## src/fieldbus_io_assembly_map_regs.svh

```systemverilog
/*
 holds the service codes, instance numbers, bit positions, masks, answer codes and reset values
 of the assembly bank as macros.
 assumes it is included by its bare name wherever these numbers are used.
*/
`ifndef FIELDBUS_IO_ASSEMBLY_MAP_REGS_SVH
`define FIELDBUS_IO_ASSEMBLY_MAP_REGS_SVH

`define INSTANCE_COUNT 8
`define ATTR_DATA 8'h03
`define SVC_GET 8'h0e
`define SVC_SET 8'h10
`define SVC_RELEASE 8'h4c

`define INST_BASIC_CMD 8'h03
`define INST_DUAL_CMD 8'h04
`define INST_DUAL_RST_CMD 8'h05
`define INST_BASIC_STAT 8'h34
`define INST_EXT_STAT 8'h35
`define INST_FULL_STAT 8'h36
`define INST_MASTER_CTRL 8'h64
`define INST_FAULT_STAT 8'h65

`define BIT_RUN1 0
`define BIT_RUN2 1
`define BIT_RESET 2
`define BIT_STOP 3
`define BIT_LOCK 5
`define BIT_FAULT 0
`define BIT_WARN 1
`define BIT_RUNNING1 2
`define BIT_RUNNING2 3
`define BIT_NETCTL 5
`define BIT_AUX1 6
`define BIT_AUX2 7

`define MASK_BASIC_CMD 8'h05
`define MASK_DUAL_CMD 8'h03
`define MASK_DUAL_RST_CMD 8'h07
`define MASK_MASTER_CTRL 8'h2f

`define ST_OK 8'h00
`define ST_SVC_UNSUP 8'h08
`define ST_STATE_CONFLICT 8'h0c
`define ST_NOT_SETTABLE 8'h0e
`define ST_ATTR_UNSUP 8'h14
`define ST_NO_OBJECT 8'h16
`define ST_NOT_GETTABLE 8'h2c

`define RESET_BYTE 8'h00

`endif

```

## src/fieldbus_io_pkg.sv

```systemverilog
/*
 holds the types shared by the assembly bank and its service decoder.
 assumes nothing of its surroundings.
*/
package fieldbus_io_pkg;

   typedef enum logic [3:0] {
      inst_basic_cmd = 4'h0,
      inst_dual_cmd = 4'h1,
      inst_dual_rst_cmd = 4'h2,
      inst_basic_stat = 4'h3,
      inst_ext_stat = 4'h4,
      inst_full_stat = 4'h5,
      inst_master_ctrl = 4'h6,
      inst_fault_stat = 4'h7,
      inst_none = 4'hf
   } inst_type;

   typedef struct packed {
      logic lock;
      logic stop;
      logic reset;
      logic run2;
      logic run1;
   } cmd_type;

endpackage

```

## src/svc_decode_if.sv

```systemverilog
/*
 carries an addressed instance number to the service decoder and its decoded class back.
 assumes one clock domain; the signals are combinational.
*/
`timescale 1ns/1ps
interface svc_decode_if;
   logic [7:0] instance_num;
   fieldbus_io_pkg::inst_type inst;
   logic readable;
   logic writable;

   modport decoder (
      input instance_num,
      output inst,
      output readable,
      output writable
   );
   modport user (
      output instance_num,
      input inst,
      input readable,
      input writable
   );
endinterface

```

## src/service_decoder.sv

```systemverilog
/*
 maps an instance number onto one of the eight assembly instances and says whether it is
 gettable or settable.
 assumes the instance number is stable for the cycle in which it is looked at.
*/
`timescale 1ns/1ps
`include "fieldbus_io_assembly_map_regs.svh"
module service_decoder (
   svc_decode_if.decoder bus
);

   // *****************************************
   // instance lookup
   // *****************************************
   always_comb begin
      bus.inst = fieldbus_io_pkg::inst_none;
      bus.readable = 1'b0;
      bus.writable = 1'b0;
      case (bus.instance_num)
         `INST_BASIC_CMD: begin
            bus.inst = fieldbus_io_pkg::inst_basic_cmd;
            bus.writable = 1'b1;
         end
         `INST_DUAL_CMD: begin
            bus.inst = fieldbus_io_pkg::inst_dual_cmd;
            bus.writable = 1'b1;
         end
         `INST_DUAL_RST_CMD: begin
            bus.inst = fieldbus_io_pkg::inst_dual_rst_cmd;
            bus.writable = 1'b1;
         end
         `INST_BASIC_STAT: begin
            bus.inst = fieldbus_io_pkg::inst_basic_stat;
            bus.readable = 1'b1;
         end
         `INST_EXT_STAT: begin
            bus.inst = fieldbus_io_pkg::inst_ext_stat;
            bus.readable = 1'b1;
         end
         `INST_FULL_STAT: begin
            bus.inst = fieldbus_io_pkg::inst_full_stat;
            bus.readable = 1'b1;
         end
         `INST_MASTER_CTRL: begin
            bus.inst = fieldbus_io_pkg::inst_master_ctrl;
            bus.writable = 1'b1;
         end
         `INST_FAULT_STAT: begin
            bus.inst = fieldbus_io_pkg::inst_fault_stat;
            bus.readable = 1'b1;
         end
         default: begin
            bus.inst = fieldbus_io_pkg::inst_none;
         end
      endcase
   end

endmodule

```

## src/fieldbus_io_assembly_map.sv

```systemverilog
/*
 bank of eight byte-wide assembly instances answering get, set and release services, taking
 poll command bytes, and producing the status byte for change-of-state and cyclic transfers.
 assumes one 25 MHz clock; status levels come from logic on that clock, switch and feedback
 inputs come from pins, and the connection object pulses conn_alloc_in on allocation.
*/
// Functional notes
// [RULE1] eight addressable one-byte assembly instances
// [RULE2] only attribute three is served
// [RULE3] get returns current instance contents
// [RULE4] set loads byte into writable instance
// [RULE5] release tears down present connections
// [RULE6] instance three: start one, trip reset
// [RULE7] instance four: start one, start two
// [RULE8] instance five: both starts and reset
// [RULE9] instance 52: fault and running one
// [RULE10] instance 53 adds warning, network control
// [RULE11] instance 54 adds running two, feedbacks
// [RULE12] instance 100: starts, reset, stop, lock
// [RULE13] lock under admin drops to user mode
// [RULE14] instance 101 reports fault and status byte
// [RULE15] network commands need network control switch
// [RULE16] cyclic and change transfers send instance 54
// [RULE17] poll carries one instance 100 byte
// [RULE18] reserved bits read zero, writes ignored
// [RULE19] command bits held until next write
`timescale 1ns/1ps
`include "fieldbus_io_assembly_map_regs.svh"
module fieldbus_io_assembly_map (
   input wire logic clock_in,
   input wire logic arst_n_in,
   input wire logic req_valid_in,
   input wire logic [7:0] req_service_in,
   input wire logic [7:0] req_instance_in,
   input wire logic [7:0] req_attribute_in,
   input wire logic [7:0] req_data_in,
   output logic rsp_valid_out,
   output logic [7:0] rsp_status_out,
   output logic [7:0] rsp_data_out,
   input wire logic poll_valid_in,
   input wire logic [7:0] poll_cmd_in,
   output logic poll_ack_out,
   input wire logic cyclic_tick_in,
   output logic cos_valid_out,
   output logic [7:0] io_status_out,
   input wire logic conn_alloc_in,
   output logic connections_active_out,
   output logic conn_release_out,
   input wire logic fault_in,
   input wire logic warning_in,
   input wire logic running1_in,
   input wire logic running2_in,
   input wire logic [7:0] fault_status_in,
   input wire logic net_ctrl_switch_in,
   input wire logic aux_sense1_in,
   input wire logic aux_sense2_in,
   input wire logic admin_mode_in,
   output logic run1_cmd_out,
   output logic run2_cmd_out,
   output logic trip_reset_cmd_out,
   output logic stop_cmd_out,
   output logic settings_lock_request_out,
   output logic settings_write_enable_out,
   output logic user_mode_out,
   output logic config_display_out
);

   // *****************************************
   // declarations
   // *****************************************
   logic [2:0] pin_meta_r;
   logic [2:0] pin_sync_r;
   logic net_ok;
   logic [7:0] stat_basic;
   logic [7:0] stat_ext;
   logic [7:0] stat_full;
   logic [7:0] read_byte;
   logic [7:0] status_nxt;
   logic set_accept;
   logic poll_accept;
   logic release_hit;
   fieldbus_io_pkg::cmd_type cmd_r;
   fieldbus_io_pkg::cmd_type cmd_nxt;
   logic [7:0] io_status_r;
   svc_decode_if dec_bus ();

   // *****************************************
   // helpers
   // *****************************************
   // keeps only the bits the addressed output instance defines
   function automatic fieldbus_io_pkg::cmd_type decode_cmd(
      input fieldbus_io_pkg::inst_type inst,
      input logic [7:0] data
   );
      logic [7:0] mask;
      logic [7:0] kept;
      fieldbus_io_pkg::cmd_type res;
      mask = 8'h00;
      case (inst)
         fieldbus_io_pkg::inst_basic_cmd: mask = `MASK_BASIC_CMD; // [RULE6]
         fieldbus_io_pkg::inst_dual_cmd: mask = `MASK_DUAL_CMD; // [RULE7]
         fieldbus_io_pkg::inst_dual_rst_cmd: mask = `MASK_DUAL_RST_CMD; // [RULE8]
         fieldbus_io_pkg::inst_master_ctrl: mask = `MASK_MASTER_CTRL; // [RULE12]
         default: mask = 8'h00;
      endcase
      kept = data & mask; // [RULE18]
      res.run1 = kept[`BIT_RUN1];
      res.run2 = kept[`BIT_RUN2];
      res.reset = kept[`BIT_RESET];
      res.stop = kept[`BIT_STOP];
      res.lock = kept[`BIT_LOCK];
      return res;
   endfunction

   // *****************************************
   // pin synchronisers
   // *****************************************
   always_ff @(posedge clock_in or negedge arst_n_in) begin
      if (!arst_n_in) begin
         pin_meta_r <= 3'h0;
         pin_sync_r <= 3'h0;
      end else begin
         pin_meta_r <= {aux_sense2_in, aux_sense1_in, net_ctrl_switch_in};
         pin_sync_r <= pin_meta_r;
      end
   end

   assign net_ok = pin_sync_r[0];

   // *****************************************
   // input instances
   // *****************************************
   always_comb begin
      stat_basic = 8'h00; // [RULE18]
      stat_basic[`BIT_FAULT] = fault_in; // [RULE9]
      stat_basic[`BIT_RUNNING1] = running1_in;
      stat_ext = stat_basic; // [RULE10]
      stat_ext[`BIT_WARN] = warning_in;
      stat_ext[`BIT_NETCTL] = net_ok;
      stat_full = stat_basic; // [RULE11]
      stat_full[`BIT_RUNNING2] = running2_in;
      stat_full[`BIT_NETCTL] = net_ok;
      stat_full[`BIT_AUX1] = pin_sync_r[1];
      stat_full[`BIT_AUX2] = pin_sync_r[2];
   end

   // *****************************************
   // service decode
   // *****************************************
   assign dec_bus.instance_num = req_instance_in;

   service_decoder i_service_decoder (
      .bus(dec_bus.decoder)
   );

   always_comb begin
      case (dec_bus.inst) // [RULE1]
         fieldbus_io_pkg::inst_basic_stat: read_byte = stat_basic;
         fieldbus_io_pkg::inst_ext_stat: read_byte = stat_ext;
         fieldbus_io_pkg::inst_full_stat: read_byte = stat_full;
         fieldbus_io_pkg::inst_fault_stat: read_byte = fault_status_in; // [RULE14]
         default: read_byte = 8'h00;
      endcase
   end

   always_comb begin
      status_nxt = `ST_SVC_UNSUP;
      set_accept = 1'b0;
      release_hit = 1'b0;
      case (req_service_in)
         `SVC_GET: begin
            if (dec_bus.inst == fieldbus_io_pkg::inst_none) begin
               status_nxt = `ST_NO_OBJECT;
            end else if (req_attribute_in != `ATTR_DATA) begin // [RULE2]
               status_nxt = `ST_ATTR_UNSUP;
            end else if (!dec_bus.readable) begin // [RULE6]
               status_nxt = `ST_NOT_GETTABLE;
            end else begin
               status_nxt = `ST_OK; // [RULE3]
            end
         end
         `SVC_SET: begin
            if (dec_bus.inst == fieldbus_io_pkg::inst_none) begin
               status_nxt = `ST_NO_OBJECT;
            end else if (req_attribute_in != `ATTR_DATA) begin // [RULE2]
               status_nxt = `ST_ATTR_UNSUP;
            end else if (!dec_bus.writable) begin // [RULE9]
               status_nxt = `ST_NOT_SETTABLE;
            end else if (!net_ok) begin // [RULE15]
               status_nxt = `ST_STATE_CONFLICT;
            end else begin
               status_nxt = `ST_OK; // [RULE4]
               set_accept = req_valid_in;
            end
         end
         `SVC_RELEASE: begin
            status_nxt = `ST_OK;
            release_hit = req_valid_in; // [RULE5]
         end
         default: begin
            status_nxt = `ST_SVC_UNSUP;
         end
      endcase
   end

   // *****************************************
   // explicit answer
   // *****************************************
   always_ff @(posedge clock_in or negedge arst_n_in) begin
      if (!arst_n_in) begin
         rsp_valid_out <= 1'b0;
         rsp_status_out <= `ST_OK;
         rsp_data_out <= `RESET_BYTE;
      end else begin
         rsp_valid_out <= req_valid_in;
         if (req_valid_in) begin
            rsp_status_out <= status_nxt;
            if (req_service_in == `SVC_GET && status_nxt == `ST_OK) begin
               rsp_data_out <= read_byte; // [RULE3]
            end else begin
               rsp_data_out <= `RESET_BYTE;
            end
         end
      end
   end

   // *****************************************
   // command levels
   // *****************************************
   assign poll_accept = poll_valid_in && net_ok; // [RULE15] [RULE17]

   always_comb begin
      cmd_nxt = cmd_r; // [RULE19]
      if (set_accept) begin
         cmd_nxt = decode_cmd(dec_bus.inst, req_data_in); // [RULE4]
      end else if (poll_accept) begin
         cmd_nxt = decode_cmd(fieldbus_io_pkg::inst_master_ctrl, poll_cmd_in); // [RULE17]
      end
   end

   always_ff @(posedge clock_in or negedge arst_n_in) begin
      if (!arst_n_in) begin
         cmd_r <= '0;
         poll_ack_out <= 1'b0;
      end else begin
         cmd_r <= cmd_nxt; // [RULE19]
         poll_ack_out <= poll_accept;
      end
   end

   assign run1_cmd_out = cmd_r.run1;
   assign run2_cmd_out = cmd_r.run2;
   assign trip_reset_cmd_out = cmd_r.reset;
   assign stop_cmd_out = cmd_r.stop;
   assign settings_lock_request_out = cmd_r.lock;

   // *****************************************
   // settings access
   // *****************************************
   always_ff @(posedge clock_in or negedge arst_n_in) begin
      if (!arst_n_in) begin
         settings_write_enable_out <= 1'b0;
         user_mode_out <= 1'b0;
         config_display_out <= 1'b0;
      end else begin
         settings_write_enable_out <= admin_mode_in && !cmd_nxt.lock; // [RULE13]
         user_mode_out <= admin_mode_in && cmd_nxt.lock;
         config_display_out <= admin_mode_in;
      end
   end

   // *****************************************
   // connections
   // *****************************************
   always_ff @(posedge clock_in or negedge arst_n_in) begin
      if (!arst_n_in) begin
         connections_active_out <= 1'b0;
         conn_release_out <= 1'b0;
      end else begin
         conn_release_out <= release_hit && connections_active_out; // [RULE5]
         if (conn_alloc_in) begin
            connections_active_out <= 1'b1;
         end else if (release_hit) begin
            connections_active_out <= 1'b0;
         end
      end
   end

   // *****************************************
   // change-of-state and cyclic status
   // *****************************************
   always_ff @(posedge clock_in or negedge arst_n_in) begin
      if (!arst_n_in) begin
         io_status_r <= `RESET_BYTE;
         cos_valid_out <= 1'b0;
      end else begin
         io_status_r <= stat_full; // [RULE16]
         cos_valid_out <= cyclic_tick_in || (stat_full != io_status_r);
      end
   end

   assign io_status_out = io_status_r;
endmodule

```

## config.mk

```make
export PLATFORM = sky130hd
export DESIGN_NAME = fieldbus_io_assembly_map
export DESIGN_NICKNAME = d
export VERILOG_FILES = /design/src/fieldbus_io_pkg.sv /design/src/svc_decode_if.sv /design/src/service_decoder.sv /design/src/fieldbus_io_assembly_map.sv
export VERILOG_INCLUDE_DIRS = /design/src /design/src/src
export SDC_FILE = /design/constraint.sdc
export NUM_CORES = 1
export LEC_CHECK = 0
export BUFFER_PORTS_ARGS = -buffer_cell sky130_fd_sc_hd__buf_2
export CAP_MARGIN = 20
export CORE_MARGIN = 3
export CORE_UTILIZATION = 50
export DETAILED_ROUTE_END_ITERATION = 10
export HOLD_SLACK_MARGIN = 0.03
export PLACE_DENSITY = 0.85
export SYNTH_ARGS = -nofsm -noshare
export SYNTH_HDL_FRONTEND = slang
export SYNTH_HIERARCHICAL = 1
export SYNTH_SLANG_ARGS = --single-unit
export TNS_END_PERCENT = 100
```

## constraint.sdc

```tcl
create_clock -name clock_in -period 2.4 [get_ports clock_in]
set_input_delay 0.48 -clock clock_in [delete_from_list [all_inputs] [get_ports clock_in]]
set_output_delay 0.48 -clock clock_in [all_outputs]
set_load 0.01 [all_outputs]
```

**Word-level counts from Yosys, hierarchy flattened**

Index checks and enable logic that the tools add are counted.

- Flip-flop bits (word level): 41
- Input port bits: 62
- Output and inout port bits: 37
- Logic and storage cells: 81

- Equal/unequal tests: 21
- Mux-type cells: 27
- Bitwise gates (word level): 2
- Reductions and logical operators: 13

Operator list:

| kind | number |
|---|---|
| two-way mux 6 bit | 6 |
| case mux 4 bit (8 select lines) | 1 |
| case mux 8 bit (4 select lines) | 1 |
| equality test 8 x 6 -> 1 bit (second input constant) | 3 |
| equality test 8 x 7 -> 1 bit (second input constant) | 3 |
| case mux 6 bit (4 select lines) | 1 |
| case mux 8 bit (3 select lines) | 1 |
| two-way mux 5 bit | 4 |
| equality test 4 x 3 -> 1 bit (second input constant) | 4 |
| equality test 8 x 3 -> 1 bit (second input constant) | 2 |
| bitwise AND 6 bit | 2 |
| two-way mux 1 bit | 10 |
| equality test 4 x 2 -> 1 bit (second input constant) | 2 |
| equality test 8 x 2 -> 1 bit (second input constant) | 1 |
| equality test 8 x 4 -> 1 bit (second input constant) | 1 |
| equality test 8 x 5 -> 1 bit (second input constant) | 1 |
| logical NOT 8 bit | 1 |
| two-way mux 4 bit | 2 |
| two-way mux 8 bit | 1 |
| inequality test 8 x 2 -> 1 bit (second input constant) | 1 |
| OR reduction 4 bit | 2 |
| inequality test 6 bit | 1 |
| logical AND 1 bit | 5 |
| equality test 4 x 1 -> 1 bit (second input constant) | 1 |
| other kinds (5) | 6 |

**Longest topological paths before layout**

- Depth in word-level cells: 13
- Mapped depth: 10

**Cells and area by module**

The synthesis kept the hierarchy.

Modules (own cells, without submodules):

| module | instances | cells an instance | area each (µm²) |
|---|---|---|---|
| fieldbus_io_assembly_map | 1 | 162 | 1836.8 |
| service_decoder | 1 | 35 | 236.5 |

**Least setup slack after synthesis**

No wires, ideal clock.

- Path type: input-to-reg
- Start point: input port req_instance_in[0]
- End point: register user_mode_out
- Data arrival time: 2.508 ns
- Setup slack: -0.228 ns
- Cell stages on the path: 9
- Cells stage by stage: buf_2 > nor4bb_1 > o311a_1 > nand3b_4 > o21ai_2 > and4_1 > or4_4 > a211o_2 > and3_1

- Elaborated cells on any way between the ends: 25

RTL lines:

| element | RTL line | source |
|---|---|---|
| start: declaration | fieldbus_io_assembly_map.sv:34 | `input wire logic [7:0] req_instance_in,` |
| equality test 8 x 7 -> 1 bit (tied with other cells) | service_decoder.sv:19 | `case (bus.instance_num)` |
| case mux 4 bit (8 select lines) * | service_decoder.sv:19 |  |
| named net dec_bus.inst[0] | svc_decode_if.sv:8 | `fieldbus_io_pkg::inst_type inst;` |
| equality test 4 x 3 -> 1 bit (tied with other cells) | fieldbus_io_assembly_map.sv:99 | `case (inst)` |
| case mux 6 bit (4 select lines) | fieldbus_io_assembly_map.sv:99 |  |
| two-way mux 6 bit | fieldbus_io_assembly_map.sv:234 | `if (set_accept) begin` |
| bitwise AND 6 bit | fieldbus_io_assembly_map.sv:106 | `kept = data & mask;` |
| two-way mux 5 bit * | fieldbus_io_assembly_map.sv:234 |  |
| logical AND 1 bit * | fieldbus_io_assembly_map.sv:267 | `user_mode_out <= admin_mode_in && cmd_nxt.lock;` |
| end signal: assignment | fieldbus_io_assembly_map.sv:267 |  |
| end: declaration | fieldbus_io_assembly_map.sv:64 | `output logic user_mode_out,` |

Mark *: on every way through the listed nets, which the timed path passes. The rest lies on a longest branch. The select of a mux whose other input is x is not followed.
A chain may end at the register's enable or synchronous reset.

**Worst setup path in the final report**

- Start point: input port req_instance_in[4]
- End point: register user_mode_out

The elaborated chain is that of the path after synthesis.

==> run metrics <==
outcome=completed; required time at the worst-slack endpoint=about 2.6 ns; post-route design area=2800 sq um; Logic pwr share=between 10% and 20%; Initial DRT Pass Iterations=4; share of final-layout standard cells stronger than drive strength 1=between 40 and 50%; library cells used by synthesis=53; post-place setup slack=-0.274 ns; Avg Synthesized Cell Area=approximately 11 sq um; area added between synthesis and finish=35.1%; routed wire length per instance=approximately 14 um; Final Hold Fails=0; Worst Path Class, Setup=in2reg; Critical Path, Cell by Cell=buf_2, nor4bb_1, o311a_1, nand3b_4, o31ai_1, and4_1, or4_4, a211o_2, and3_1; transition time of the tightest slew-check pin=0.817 ns; leakage component of the power=1.44 nW; total via count in the routed design=around 1900; clock sink count=38; flip-flop and latch area=between 900 and 1000 sq um; IR drop worst, VDD=around 420 uV; number of buffer cells added on primary ports=87; clock-pin slew on the worst setup and hold paths=~0.080 ns; number of flip-flops and latches in the synthesized netlist=38; number of hold-repair buffers added at the cts stage=0; total inserted antenna cells=0; final-stage net count=roughly 370; clock root buffer master=sky130_fd_sc_hd__clkbuf_8; placed cell count=roughly 350; clock tree from TritonCTS=built; clock skew after layout=just over 0.008 ns; class of the tightest hold or removal check=in2async; library cell contributing the largest single delay on the critical path=sky130_fd_sc_hd__or4_4; Clock Power Share=33.4%; Worst Slack Setup Final=0.0552 ns; initial drt markers=67; Antenna Nets Post-Route=0; Clock Tree Buf Depth=2; total power draw=0.00137 W; Mapped Cells=197; pin count of the biggest net entering global routing=39; area of the multi-input gates=1060 sq um; Final HPWL DP=between 4 and 5 mm; initial antenna violation count=0; final period demand of the worst path=2.34 ns; setup violators final=0; cts bufs inserted=5; max-slew headroom at the worst pin=between 40% and 50%; worst-case hold slack=~0.28 ns; detailed-route DRC error count=0; number of max-cap violations=0; CP startpoint kind=primary input; area of the mapped netlist=between 2000 and 2500 sq um; post-detailed-placement cell area=roughly 2700 sq um; via count of the first global-routing pass=~1900; floorplan die height=between 70 and 80 um; Fill cells=slightly below 300; top fanout value on the critical path=7; setup repair after global routing missed its margin=yes; achievable frequency=roughly 430 MHz; sequential share of power=50.1%; Worst EP arrival=2.52 ns; overall global routing resource usage=between 20 and 25%; insertion delay to the later sink of the worst-skew pair=0.29 ns; die area=approximately 5000 sq um; drt total wl=a little over 5 mm; FFs w/ async S/R, synth=100%; count of flip-flops with a built-in enable after synthesis=0; power density cells=489 nW/um^2; effective utilization at floorplan=a little over half; routed vias/inst=5.42; post-route insts no fill=355; internal power consumption=0.00101 W; total count of max-transition violations in the final report=0; category of the worst setup path capture point=flip-flop; Switch Pwr=approximately 0.00036 W; Final Wtd Congestion=between 0.9 and 1; row count=22; switching part of the total=approximately a quarter; Synth Flop Type=sky130_fd_sc_hd__dfrtp_1; sequential share of the synthesized area=45.9%; number of warnings printed during yosys synthesis=6; wire length of the first global-routing pass=8.06 mm; delay of the slowest critical-path stage=0.51 ns; Tcrit/Tclk final=between 90 and 100%; GR Overflow Total=0; CTS H-tree lvls=2; Ports=between 90 and 100; die span in x=70.4 um; core area=between 3000 and 4000 sq um
[Yosys cell counts, types with 3 or more instances]
library cell | n | share of area, %
sky130_fd_sc_hd__a31o_2 | 3 | 1.3
sky130_fd_sc_hd__clkbuf_1 | 4 | 0.72
sky130_fd_sc_hd__a22oi_1 | 4 | 1.4
sky130_fd_sc_hd__xnor2_1 | 3 | 1.3
sky130_fd_sc_hd__mux2_2 | 3 | 1.6
sky130_fd_sc_hd__nor2_1 | 11 | 2.0
sky130_fd_sc_hd__buf_4 | 5 | 1.8
sky130_fd_sc_hd__nand3b_1 | 5 | 1.8
sky130_fd_sc_hd__xor2_1 | 3 | 1.3
sky130_fd_sc_hd__nand2_1 | 8 | 1.4
sky130_fd_sc_hd__a21o_1 | 3 | 1.1
sky130_fd_sc_hd__dfrtp_1 | 38 | 46
sky130_fd_sc_hd__and2_1 | 4 | 1.2
sky130_fd_sc_hd__inv_1 | 6 | 1.1
sky130_fd_sc_hd__o21ai_0 | 5 | 1.2
sky130_fd_sc_hd__nand4_1 | 4 | 1.2
sky130_fd_sc_hd__nor4bb_1 | 3 | 1.4
sky130_fd_sc_hd__nor2b_1 | 7 | 2.1
sky130_fd_sc_hd__nor4b_1 | 5 | 2.1
sky130_fd_sc_hd__o31ai_1 | 6 | 2.2
sky130_fd_sc_hd__nor3b_1 | 4 | 1.4
sky130_fd_sc_hd__mux2i_1 | 13 | 6.3
sky130_fd_sc_hd__nand2b_1 | 6 | 1.8
sky130_fd_sc_hd__nand3_1 | 3 | 0.72
sky130_fd_sc_hd__nor4_1 | 4 | 1.2
[kinds of logic after synthesis]
family | count (synthesis) | synth area share (%)
XOR/XNOR | 6 | 2.54
buffers and inverters | 19 | 5.13
flip-flops | 38 | 45.9
AO/OA/AOI/OAI | 37 | 13.0
AND/OR/NAND/NOR | 80 | 25.3
other | 1 | 0.181
multiplexers | 16 | 7.91
[per-layer routing]
| metal | up-vias | part of all wire (%) | GRT usage [%] |
|---|---|---|---|
| met4 | 0 | 1.5 | 6.81 |
| met3 | 9 | 7.1 | 5.18 |
| met2 | 69 | 50 | 36.6 |
| met5 | - | 0 | 0 |
| li1 | 935 | - | - |
| met1 | 912 | 42 | 23.8 |
[registers in the layout, summed over array words and instances (netlist names)]
| signal | count |
|---|---|
| settings_lock_request_out | 1 |
| rsp_data_out | 8 |
| rsp_valid_out | 1 |
| poll_ack_out | 1 |
| conn_release_out | 1 |
| run1_cmd_out | 1 |
| pin_meta_r | 3 |
| io_status_out | 6 |
| pin_sync_r | 3 |
| user_mode_out | 1 |
| trip_reset_cmd_out | 1 |
| stop_cmd_out | 1 |
| settings_write_enable_out | 1 |
| rsp_status_out | 5 |
| run2_cmd_out | 1 |
| config_display_out | 1 |
| cos_valid_out | 1 |
| connections_active_out | 1 |
[final cells by class]
class | count | share of cell area [%]
Multi-Input combinational cell | 144 | 37.8
Sequential cell | 38 | 34.0
Timing Repair Buffer | 110 | 21.7
Clock buffer | 6 | 2.95
Tap cell | 48 | 2.14
Inverter | 7 | 0.938
Clock inverter | 2 | 0.447
[per-stage QoR]
stage | TNS [ns] | util (%)
floorplan | -0.678 | -
global placement | -3.11 | 69.8
detailed placement | -3.62 | 69.8
CTS | 0 | 72.2
global route | -0.0353 | 73.2
finish | 0 | 73.2
[cell usage in the layout, fill, tap and decap left out, drive strengths merged, types with 6 or more instances in the layout]
cell | Yosys | final
dfrtp | 38 | 38
nor2 | 11 | 11
nand2 | 8 | 8
o31ai | 6 | 6
clkbuf | 4 | 6
mux2i | 13 | 13
buf | 8 | 110
nor2b | 7 | 7
inv | 7 | 7
o21ai | 8 | 8
nand2b | 6 | 6
nand3b | 6 | 6
[critical path, delay by kind of cell]
family                 cells  cell delay [ns]
AND/OR/NAND/NOR            5             1.30
AO/OA/AOI/OAI              3             0.60
buffers and inverters      1             0.14
[power by group through the flow]
stage | logic [W] | clock network, W | registers, W
after floorplan | 0.0000947 | 0 | 0.000711
after global placement | 0.000217 | 0 | 0.000699
after detailed placement | 0.000223 | 0 | 0.000699
after CTS | 0.000225 | 0.000465 | 0.000686
after global routing | 0.000250 | 0.000493 | 0.000689
final | 0.000225 | 0.000458 | 0.000686
[what timing repair did]
action	in CTS	in global routing
setup endpoints to repair	0	15
setup buffers	0	2
resized for setup	0	6
[path summary, 6_finish.rpt]
kind	cells after the start	slack, ns	endpoint	from
setup / recovery	9	0.06	user_mode_out$_DFF_PN0_	req_instance_in[4]
hold / removal	1	0.28	rsp_data_out[0]$_DFFE_PN0P_	arst_n_in
setup reg to reg	4	0.77	user_mode_out$_DFF_PN0_	pin_sync_r[0]$_DFF_PN0_
hold reg to reg	0	0.35	pin_sync_r[0]$_DFF_PN0_	pin_meta_r[0]$_DFF_PN0_
max in group asynchronous	1	1.61	settings_lock_request_out$_DFF_PN0_	arst_n_in
min in group clock_in	1	0.29	pin_meta_r[0]$_DFF_PN0_	net_ctrl_switch_in
No activity file was read; power rests on OpenSTA's default activity.
